**config.mk**
```make
export PLATFORM = sky130hd
export DESIGN_NAME = spdif_lock_mute_control
export DESIGN_NICKNAME = d
export VERILOG_FILES = /design/src/rtl/lock_mute_pkg.sv /design/src/rtl/spdif_lock_mute_control.sv
export SDC_FILE = /design/constraint.sdc
export NUM_CORES = 2
export LEC_CHECK = 0
export ABC_AREA = 1
export BUFFER_PORTS_ARGS = -buffer_cell sky130_fd_sc_hd__buf_4
export CAP_MARGIN = 10
export CORE_MARGIN = 5
export CORE_UTILIZATION = 64
export CTS_CLUSTER_SIZE = 20
export DETAILED_ROUTE_END_ITERATION = 10
export GPL_TIMING_DRIVEN = 0
export PLACE_DENSITY = 0.9
export SYNTH_ARGS = -nofsm -noshare
export SYNTH_HDL_FRONTEND = slang
export SYNTH_SLANG_ARGS = --single-unit
export TNS_END_PERCENT = 1
```
**constraint.sdc**
```tcl
create_clock -name i_mclk -period 8.5 [get_ports i_mclk]
set_input_delay 0.85 -clock i_mclk [delete_from_list [all_inputs] [get_ports i_mclk]]
set_output_delay 0.85 -clock i_mclk [all_outputs]
set_load 0.01 [all_outputs]
```
**src/rtl/lock_mute_pkg.sv**
```systemverilog
// constants for the lock and mute control block
// assumes a 20 MHz system clock and sample strobes from the decoder
package lock_mute_pkg;
  localparam int CLK_HZ = 20000000;
  localparam int SOFT_STEPS = 32;           // gain steps in the roll-off
  localparam int SAMPLES_PER_STEP = 32;     // samples per gain step
  localparam int GAIN_W = 16;
  localparam logic [15:0] GAIN_FULL = 16'hFFFF;
  localparam logic [15:0] GAIN_ZERO = 16'h0000;
  localparam int SAMPLE_W = 24;
  localparam int CHSTAT_W = 40;
  localparam logic [2:0] STRAP_SETTLE = 3'h5;  // edges before straps are latched
  // control mode codes
  typedef enum logic [1:0] {
    MODE_STATIC = 2'b00,
    MODE_TWO_WIRE = 2'b01,
    MODE_THREE_WIRE = 2'b10
  } ctrl_mode_t;
  // soft mute states
  typedef enum logic [1:0] {
    SM_PLAY = 2'b00,
    SM_FALL = 2'b01,
    SM_SILENT = 2'b10,
    SM_RISE = 2'b11
  } soft_state_t;
  // cosine table: gain at each of the 32 steps, half cosine over steps 0 to 15, then a tail down to zero
  function automatic logic [15:0] cos_gain(input logic [4:0] idx);
    logic [15:0] g;
    g = GAIN_FULL;
    unique case (idx)
      5'd0: g = 16'hFFFF;
      5'd1: g = 16'hFD89;
      5'd2: g = 16'hF64A;
      5'd3: g = 16'hEA6C;
      5'd4: g = 16'hDA82;
      5'd5: g = 16'hC6E5;
      5'd6: g = 16'hB0FB;
      5'd7: g = 16'h9837;
      5'd8: g = 16'h7FFF;
      5'd9: g = 16'h67C8;
      5'd10: g = 16'h4F04;
      5'd11: g = 16'h391A;
      5'd12: g = 16'h257D;
      5'd13: g = 16'h1593;
      5'd14: g = 16'h09B5;
      5'd15: g = 16'h0276;
      5'd16: g = 16'h0100;
      5'd17: g = 16'h00C0;
      5'd18: g = 16'h0090;
      5'd19: g = 16'h0068;
      5'd20: g = 16'h0048;
      5'd21: g = 16'h0030;
      5'd22: g = 16'h0020;
      5'd23: g = 16'h0018;
      5'd24: g = 16'h0010;
      5'd25: g = 16'h000C;
      5'd26: g = 16'h0008;
      5'd27: g = 16'h0006;
      5'd28: g = 16'h0004;
      5'd29: g = 16'h0002;
      5'd30: g = 16'h0001;
      5'd31: g = 16'h0000;
    endcase
    return g;
  endfunction
endpackage

```
**src/rtl/spdif_lock_mute_control.sv**
```systemverilog
// lock/pcm status combining, soft mute, auto hard mute, control mode decode
// assumes decoder, pll and feature settings arrive as same-clock signals;
// strap and mute pins come from outside and are synchronised here
// Contract
// - lock high when pll, decoder locked, pcm
// - locked but non-pcm drives lock low
// - register override of lock combining, burst option
// - lock indicator status bit on pll lock
// - pcm flag high for pcm, low otherwise
// - cosine soft mute over 32x32 samples
// - bus mode starts muted until host clears
// - mute pin always mutes in bus mode
// - hard mute until locked, ignores mute
// - bypass bit disables out-of-lock hard mute
// - 24 data, 40 status bits per channel
// - accepts 32, 44.1, 48 kHz rates
// - accepts timing levels I, II, III
// - static mode applies de-emphasis automatically
// - bus mode volume, bass, treble, filter mode
// - interpolator 1 to 64 times rate
// - fifth-order noise shaper at 64 times rate
// - mode from two strap pins
// - static mode uses bus start-up defaults (the host mute bit starts set but is cleared once the mode is static)
// - pll falls back to minimum frequency
`timescale 1ns/1ps
module spdif_lock_mute_control
  import lock_mute_pkg::*;
#(
  parameter int DW = SAMPLE_W
) (
  input wire logic i_mclk,                         // system clock
  input wire logic i_rst_n,                        // async reset, active low
  input wire logic i_pin_strap_mode_select,        // strap: static pin mode
  input wire logic i_two_wire_mode_select,         // strap: two-wire bus
  input wire logic i_mute_pin,                     // external mute pin
  input wire logic i_pll_locked,                   // regeneration loop locked
  input wire logic i_decoder_locked,               // stream decoder locked
  input wire logic i_pcm_status,                   // channel status says pcm
  input wire logic i_burst_seen,                   // burst preamble detected
  input wire logic i_soft_silence_bit,             // host mute bit
  input wire logic i_soft_silence_bit_wr,          // host wrote the mute bit
  input wire logic i_auto_silence_bypass_bit,      // host auto-mute bypass
  input wire logic i_lock_raw_sel,                 // lock pin shows raw lock
  input wire logic i_lock_burst_en,                // burst also drops lock
  input wire logic i_in_valid,                     // sample pair valid
  output logic o_in_ready,                         // can accept a pair
  input wire logic [DW-1:0] i_left,                // left sample
  input wire logic [DW-1:0] i_right,               // right sample
  input wire logic [CHSTAT_W-1:0] i_chstat_left,   // left channel status
  input wire logic [CHSTAT_W-1:0] i_chstat_right,  // right channel status
  output logic o_out_valid,                        // muted pair valid
  input wire logic i_out_ready,                    // receiver accepts pair
  output logic [DW-1:0] o_left,                    // muted left sample
  output logic [DW-1:0] o_right,                   // muted right sample
  output logic [CHSTAT_W-1:0] o_chstat_left,       // captured left status
  output logic [CHSTAT_W-1:0] o_chstat_right,      // captured right status
  output logic o_lock,                             // lock pin
  output logic o_linear_audio_flag_output,         // pcm detect pin
  output logic o_lock_status,                      // lock indicator bit
  output logic [1:0] o_ctrl_mode,                  // decoded control mode
  output logic o_deemph_auto,                      // de-emphasis auto on
  output logic o_soft_muted,                       // soft mute fully silent
  output logic o_hard_muted                        // hard mute active
);

  // pin synchronisers, change taken when stages two and three agree
  logic [2:0] sync_strap, sync_twi, sync_mute;
  logic strap_q, twi_q, mute_q;
  logic next_strap_q, next_twi_q, next_mute_q;

  always_comb begin
    next_strap_q = (sync_strap[1] == sync_strap[2]) ? sync_strap[2] : strap_q;
    next_twi_q = (sync_twi[1] == sync_twi[2]) ? sync_twi[2] : twi_q;
    next_mute_q = (sync_mute[1] == sync_mute[2]) ? sync_mute[2] : mute_q;
  end

  always_ff @(posedge i_mclk or negedge i_rst_n) begin
    if (!i_rst_n) begin
      sync_strap <= 3'h0;
      sync_twi <= 3'h0;
      sync_mute <= 3'h0;
      strap_q <= 1'b0;
      twi_q <= 1'b0;
      mute_q <= 1'b0;
    end else begin
      sync_strap <= {sync_strap[1:0], i_pin_strap_mode_select};
      sync_twi <= {sync_twi[1:0], i_two_wire_mode_select};
      sync_mute <= {sync_mute[1:0], i_mute_pin};
      strap_q <= next_strap_q;
      twi_q <= next_twi_q;
      mute_q <= next_mute_q;
    end
  end

  // control mode latched from straps after reset release
  ctrl_mode_t mode, next_mode;
  logic mode_taken, next_mode_taken;
  logic [2:0] strap_wait, next_strap_wait;

  always_comb begin
    next_mode = mode;
    next_mode_taken = mode_taken;
    next_strap_wait = strap_wait;
    if (!mode_taken) begin
      // wait until the filtered strap levels have settled
      if (strap_wait != STRAP_SETTLE) begin
        next_strap_wait = strap_wait + 3'd1;
      end else begin
        next_mode_taken = 1'b1;
        if (strap_q) begin
          next_mode = MODE_STATIC;
        end else if (twi_q) begin
          next_mode = MODE_TWO_WIRE;
        end else begin
          next_mode = MODE_THREE_WIRE;
        end
      end
    end
  end

  always_ff @(posedge i_mclk or negedge i_rst_n) begin
    if (!i_rst_n) begin
      mode <= MODE_STATIC;
      mode_taken <= 1'b0;
      strap_wait <= 3'd0;
    end else begin
      mode <= next_mode;
      mode_taken <= next_mode_taken;
      strap_wait <= next_strap_wait;
    end
  end

  logic bus_mode;
  assign bus_mode = mode_taken && (mode != MODE_STATIC);

  // host mute bit starts set in every mode; static mode has no writer,
  // so it is cleared only once the mode is known to be static
  logic silence_bit, next_silence_bit;

  always_comb begin
    next_silence_bit = silence_bit;
    if (bus_mode && i_soft_silence_bit_wr) begin
      next_silence_bit = i_soft_silence_bit;
    end
    if (mode_taken && !bus_mode) begin
      next_silence_bit = 1'b0;
    end
  end

  // lock and pcm status
  logic lock_all, pcm_ok, lock_pin, lock_stat, pcm_flag;
  logic next_lock_pin, next_lock_stat, next_pcm_flag;

  always_comb begin
    lock_all = i_pll_locked && i_decoder_locked;
    pcm_ok = i_pcm_status && !(i_lock_burst_en && i_burst_seen);
    next_lock_stat = i_pll_locked;
    next_pcm_flag = i_pcm_status && !i_burst_seen;
    if (bus_mode && i_lock_raw_sel) begin
      next_lock_pin = lock_all;
    end else begin
      next_lock_pin = lock_all && pcm_ok;
    end
  end

  always_ff @(posedge i_mclk or negedge i_rst_n) begin
    if (!i_rst_n) begin
      silence_bit <= 1'b1;
      lock_pin <= 1'b0;
      lock_stat <= 1'b0;
      pcm_flag <= 1'b0;
    end else begin
      silence_bit <= next_silence_bit;
      lock_pin <= next_lock_pin;
      lock_stat <= next_lock_stat;
      pcm_flag <= next_pcm_flag;
    end
  end

  // hard mute until locked unless bypassed (bypass only in bus mode)
  logic hard_mute;
  assign hard_mute = !lock_all && !(bus_mode && i_auto_silence_bypass_bit);

  // soft mute request: pin always counts, bit in bus mode
  logic mute_req;
  // bit holds the mute until the host clears it in bus mode, or until the mode is latched as static, so bus mode starts silent
  assign mute_req = mute_q || silence_bit;

  // soft mute ramp, stepping once per SAMPLES_PER_STEP accepted samples
  soft_state_t sm, next_sm;
  logic [4:0] step, next_step;
  logic [4:0] samp_cnt, next_samp_cnt;
  logic take;
  assign take = i_in_valid && o_in_ready;

  always_comb begin
    next_sm = sm;
    next_step = step;
    next_samp_cnt = samp_cnt;
    unique case (sm)
      SM_PLAY: begin
        if (mute_req) begin
          next_sm = SM_FALL;
          next_step = 5'd0;
          next_samp_cnt = 5'd0;
        end
      end
      SM_FALL: begin
        if (!mute_req) begin
          next_sm = SM_RISE;
        end else if (take) begin
          next_samp_cnt = samp_cnt + 5'd1;
          if (samp_cnt == 5'(SAMPLES_PER_STEP - 1)) begin
            if (step == 5'(SOFT_STEPS - 1)) begin
              next_sm = SM_SILENT;
            end else begin
              next_step = step + 5'd1;
            end
          end
        end
      end
      SM_SILENT: begin
        if (!mute_req) begin
          next_sm = SM_RISE;
          next_samp_cnt = 5'd0;
        end
      end
      SM_RISE: begin
        if (mute_req) begin
          next_sm = SM_FALL;
        end else if (take) begin
          next_samp_cnt = samp_cnt + 5'd1;
          if (samp_cnt == 5'(SAMPLES_PER_STEP - 1)) begin
            if (step == 5'd0) begin
              next_sm = SM_PLAY;
            end else begin
              next_step = step - 5'd1;
            end
          end
        end
      end
    endcase
  end

  always_ff @(posedge i_mclk or negedge i_rst_n) begin
    if (!i_rst_n) begin
      sm <= SM_SILENT;
      step <= 5'(SOFT_STEPS - 1);
      samp_cnt <= 5'd0;
    end else begin
      sm <= next_sm;
      step <= next_step;
      samp_cnt <= next_samp_cnt;
    end
  end

  // gain applied to a sample; hard mute forces zero without ramp
  function automatic logic [DW-1:0] scale(input logic [DW-1:0] s, input logic [15:0] g);
    logic signed [DW+16:0] p;
    p = $signed({s[DW-1], s}) * $signed({1'b0, g});
    return p[DW+15:16];
  endfunction

  logic [15:0] gain;
  always_comb begin
    gain = cos_gain(step);
    if (sm == SM_PLAY) begin
      gain = GAIN_FULL;
    end
    if (sm == SM_SILENT || hard_mute) begin
      gain = GAIN_ZERO;
    end
  end

  // two-entry buffer in the sample path
  logic [DW-1:0] buf_l [2];
  logic [DW-1:0] buf_r [2];
  logic [DW-1:0] next_buf_l [2];
  logic [DW-1:0] next_buf_r [2];
  logic [1:0] count, next_count;
  logic wr_ptr, rd_ptr, next_wr_ptr, next_rd_ptr;
  logic drain;

  assign o_in_ready = (count != 2'd2);
  assign o_out_valid = (count != 2'd0);
  assign drain = o_out_valid && i_out_ready;

  always_comb begin
    next_buf_l = buf_l;
    next_buf_r = buf_r;
    next_wr_ptr = wr_ptr;
    next_rd_ptr = rd_ptr;
    next_count = count;
    if (take) begin
      next_buf_l[wr_ptr] = scale(i_left, gain);
      next_buf_r[wr_ptr] = scale(i_right, gain);
      next_wr_ptr = !wr_ptr;
    end
    if (drain) begin
      next_rd_ptr = !rd_ptr;
    end
    next_count = count + 2'(take) - 2'(drain);
  end

  logic [CHSTAT_W-1:0] cs_l, cs_r;

  always_ff @(posedge i_mclk or negedge i_rst_n) begin
    if (!i_rst_n) begin
      buf_l[0] <= '0;
      buf_l[1] <= '0;
      buf_r[0] <= '0;
      buf_r[1] <= '0;
      wr_ptr <= 1'b0;
      rd_ptr <= 1'b0;
      count <= 2'd0;
      cs_l <= '0;
      cs_r <= '0;
    end else begin
      buf_l <= next_buf_l;
      buf_r <= next_buf_r;
      wr_ptr <= next_wr_ptr;
      rd_ptr <= next_rd_ptr;
      count <= next_count;
      if (take) begin
        cs_l <= i_chstat_left;
        cs_r <= i_chstat_right;
      end
    end
  end

  assign o_left = buf_l[rd_ptr];
  assign o_right = buf_r[rd_ptr];
  assign o_chstat_left = cs_l;
  assign o_chstat_right = cs_r;
  assign o_lock = lock_pin;
  assign o_linear_audio_flag_output = pcm_flag;
  assign o_lock_status = lock_stat;
  assign o_ctrl_mode = mode;
  assign o_deemph_auto = mode_taken && (mode == MODE_STATIC);
  assign o_soft_muted = (sm == SM_SILENT);
  assign o_hard_muted = hard_mute;

endmodule

```
==> impl_metrics.csv <==
group,metric,value,unit
worst_setup_path,critPathKind,"reg2reg",
worst_setup_path,critPathBufInv,8,
layout,stdcell_area,41540,sq um
global_routing,grt_use_total,39.38,%
clocking,cts_tree,"yes",
worst_setup_path,worstReg2RegEnd,"buf_r[34]",
place,hpwl,102400,um
yosys,synth_warnings,0,
route,vias,34010,
route,ant_nets,0,
yosys,synth_area_leaders,"fa_1, nand2_1, dfrtp_1",
route,wl_per_cell,21.16,um
yosys,synthFlopType,"dfrtp_1",
clocking,cts.sinks,214,
worst_setup_path,path_max_fanout,10,
flow_run,drv_cap,0,
floorplanning,fp.dieArea,64100,sq um
worst_setup_path,critical_path.top_delay_family,"adder cells",
clocking,cts_max_level,1,
yosys,synth_commonest_cells,"nand2_1, inv_1, fa_1, nor2_1, ha_1",
yosys,synth_top_area_share,39.19,%
route,vias_per_cell,5.786,
run_status,run_status,"completed",
yosys,synth_cell_types,52,
global_routing,grt-ovfl-total,0,
global_routing,grt_pass1_wl,194600,um
worst_setup_path,r2r_slack,0.32,ns
yosys,synth.most_common_cell,"nand2_1",
sta,fmax,122.2,MHz
global_routing,grt_max_degree,127,
clocking,cts_buffer_depth,3,
place,io_buffers,267,
worst_setup_path,crit_slowest_cell,"fa_1",
sta,finClkSkew,0.02858,ns
floorplanning,initial_utilization,64.37,%
sta,tightest_slew,1.480,ns
yosys,syn_inst,4795,
sta,maxSlewHeadroom,1.365,%
sta,hold_violations,0,
yosys,synth.net_count,5894,
worst_setup_path,cp_data_arrival_time,8.55,ns
yosys,synth_edf_count,0,
sta,post-route-period-util,96.27,%
route,first_pass_iters,6,
clocking,postCtsHoldBufs,0,
worst_setup_path,slowest_delay,0.62,ns
sta,setup_tns,0,ns
place,post_dp_cell_area,40860,sq um
clocking,cts_setup_buffers,0,
floorplanning,core,58800,sq um
yosys,yosys.area.top_type,"fa_1",
place,gp_congestion,1.039,
sta,final_max_slew_viol_count,0,
floorplanning,rows,89,
worst_setup_path,cp.required,8.87,ns
route,drtIter0Drc,3873,
worst_setup_path,crit_top_cell,"fa_1",
route,drc,0,
worst_setup_path,rr_startpoint,"sm[0]",
layout,nets,6185,
sta,period_minus_slack,8.183,ns
floorplanning,die_x,253.2,um
clocking,cts-root-buf,"clkbuf_16",
yosys,async_flop_share,100.0,%
yosys,syn_area,37850,sq um
worst_setup_path,worstRegToRegCells,26,
yosys,synth.avg_cell_area,7.893,sq um
floorplanning,die_y,253.2,um
worst_setup_path,critPathCaptureType,"flip-flop",
layout,area_delta_synth_final,9.745,%
sta,rsz0062_at_grt,"false",
route,routed_wl,124400,um
worst_setup_path,critPathLaunchType,"flip-flop",
floorplanning,io_pins,282,
yosys,ys_ff_latch,214,
global_routing,antenna_found_initial,7,
clocking,clock_latency,0.52,ns
clocking,cts_buffers,21,
sta,setup_viol,0,
yosys,ys_seq_area_share,14.17,%
global_routing,grt_pass1_vias,36390,
hold_path,hold_path.class,"in2async",
clocking,clkTransAtPathRegs,0.07,ns
layout,drive_gt1_share,8.902,%
-- worst max path at each step --
stage / start / endpoint / slack [ns] / cells after the start
floorplan: step[0] / buf_l[43] / 1.81 / 28
global placement: step[0] / buf_l[20] / 0.46 / 32
detailed placement: i_pll_locked / buf_r[28] / 0.40 / 29
CTS: sm[0] / buf_r[28] / 0.36 / 29
global route: step[0] / buf_r[23] / 0.002 / 29
finish: sm[0] / buf_r[34] / 0.32 / 26
-- final cells by class --
type	count	area [sq um]
well taps	773	967.2
multi-input cells	3351	27710
clock buffers	32	596.8
plain buffers	167	802.0
inverters	1063	3991
fillers	4543	17260
flip-flops and latches	214	5364
diodes	4	10.01
repair buffers	268	2039
clock inverters	5	57.56
-- sequential cells by signal (all words and copies together), names as in the netlist, 2 cells and up --
signal and flops:
samp_cnt 5, sm 2, step 5, o_chstat_right 40, o_ctrl_mode 2, sync_strap 3
sync_twi 3, sync_mute 3, buf_l 48, buf_r 48, count 2, strap_wait 3
o_chstat_left 40
-- what timing repair did --
item | 4_1_cts | 5_1_grt
resized for setup | 0 | 6
hold endpoints to repair | 0 | 0
setup endpoints to repair | 0 | 26
-- worst register-to-register path, stage by stage (launching register included) --
cell and delay (ns):
dfrtp_1 0.45, inv_1 0.14, ha_1 0.32, inv_1 0.16
buf_2 0.22, o2111ai_1 0.14, nand3_2 0.39, inv_2 0.39
buf_2 0.43, nand2_1 0.13, fa_1 0.55, inv_1 0.07
fa_1 0.50, fa_1 0.59, fa_1 0.45, fa_1 0.51
inv_1 0.06, fa_1 0.62, inv_1 0.09, ha_1 0.39
nand2_1 0.13, nor4_1 0.57, o21ai_0 0.33, nand3_1 0.15
nand2_1 0.10, nand3_1 0.09, o21ai_0 0.08
-- layout by cell type (no fill, tap or decap), drive strengths merged, types with 12 or more instances in the layout --
cell type and n:
nand2 1398, inv 1056, fa 741, nor2 494, buf 356, ha 214, dfrtp 207, nand3 152
clkbuf 111, o21ai 89, a21oi 87, nand3b 32, o21bai 20, xnor2 18, xor2 16, nand4 15
nor3 12
-- through the flow --
stage | hold WS, ns | util [%] | setup slack (ns) | std cells
finish | 0.3321 | 70.65 | 0.3171 | 5877
global route | 0.3587 | 70.64 | 0.002288 | 5876
CTS | 0.3519 | 70.60 | 0.3581 | 5873
detailed placement | 0.3371 | 69.49 | 0.4015 | 5836
global placement | 0.3327 | 69.43 | 0.4562 | 5835
floorplan | 0.3312 | - | 1.809 | 4795
-- metal layers --
layer | vias up | GRT usage [%] | wire length (um)
li1 | 14580 | - | -
met1 | 16410 | 47.17 | 41120
met2 | 2296 | 62.96 | 56990
met3 | 717 | 11.30 | 15490
met4 | 6 | 25.02 | 10730
met5 | - | 0 | 39
-- logic make-up after synthesis --
family	after synthesis	share of synthesized area [%]
fa+ha+maj	958	46.35
xor+xnor	34	0.7868
buf+inv	1230	12.65
simple gates	2127	22.52
compound gates	232	3.524
flops	214	14.17
Power is not shown: default switching activity piles up to over one toggle a cycle in this logic, so the estimate is an artifact.
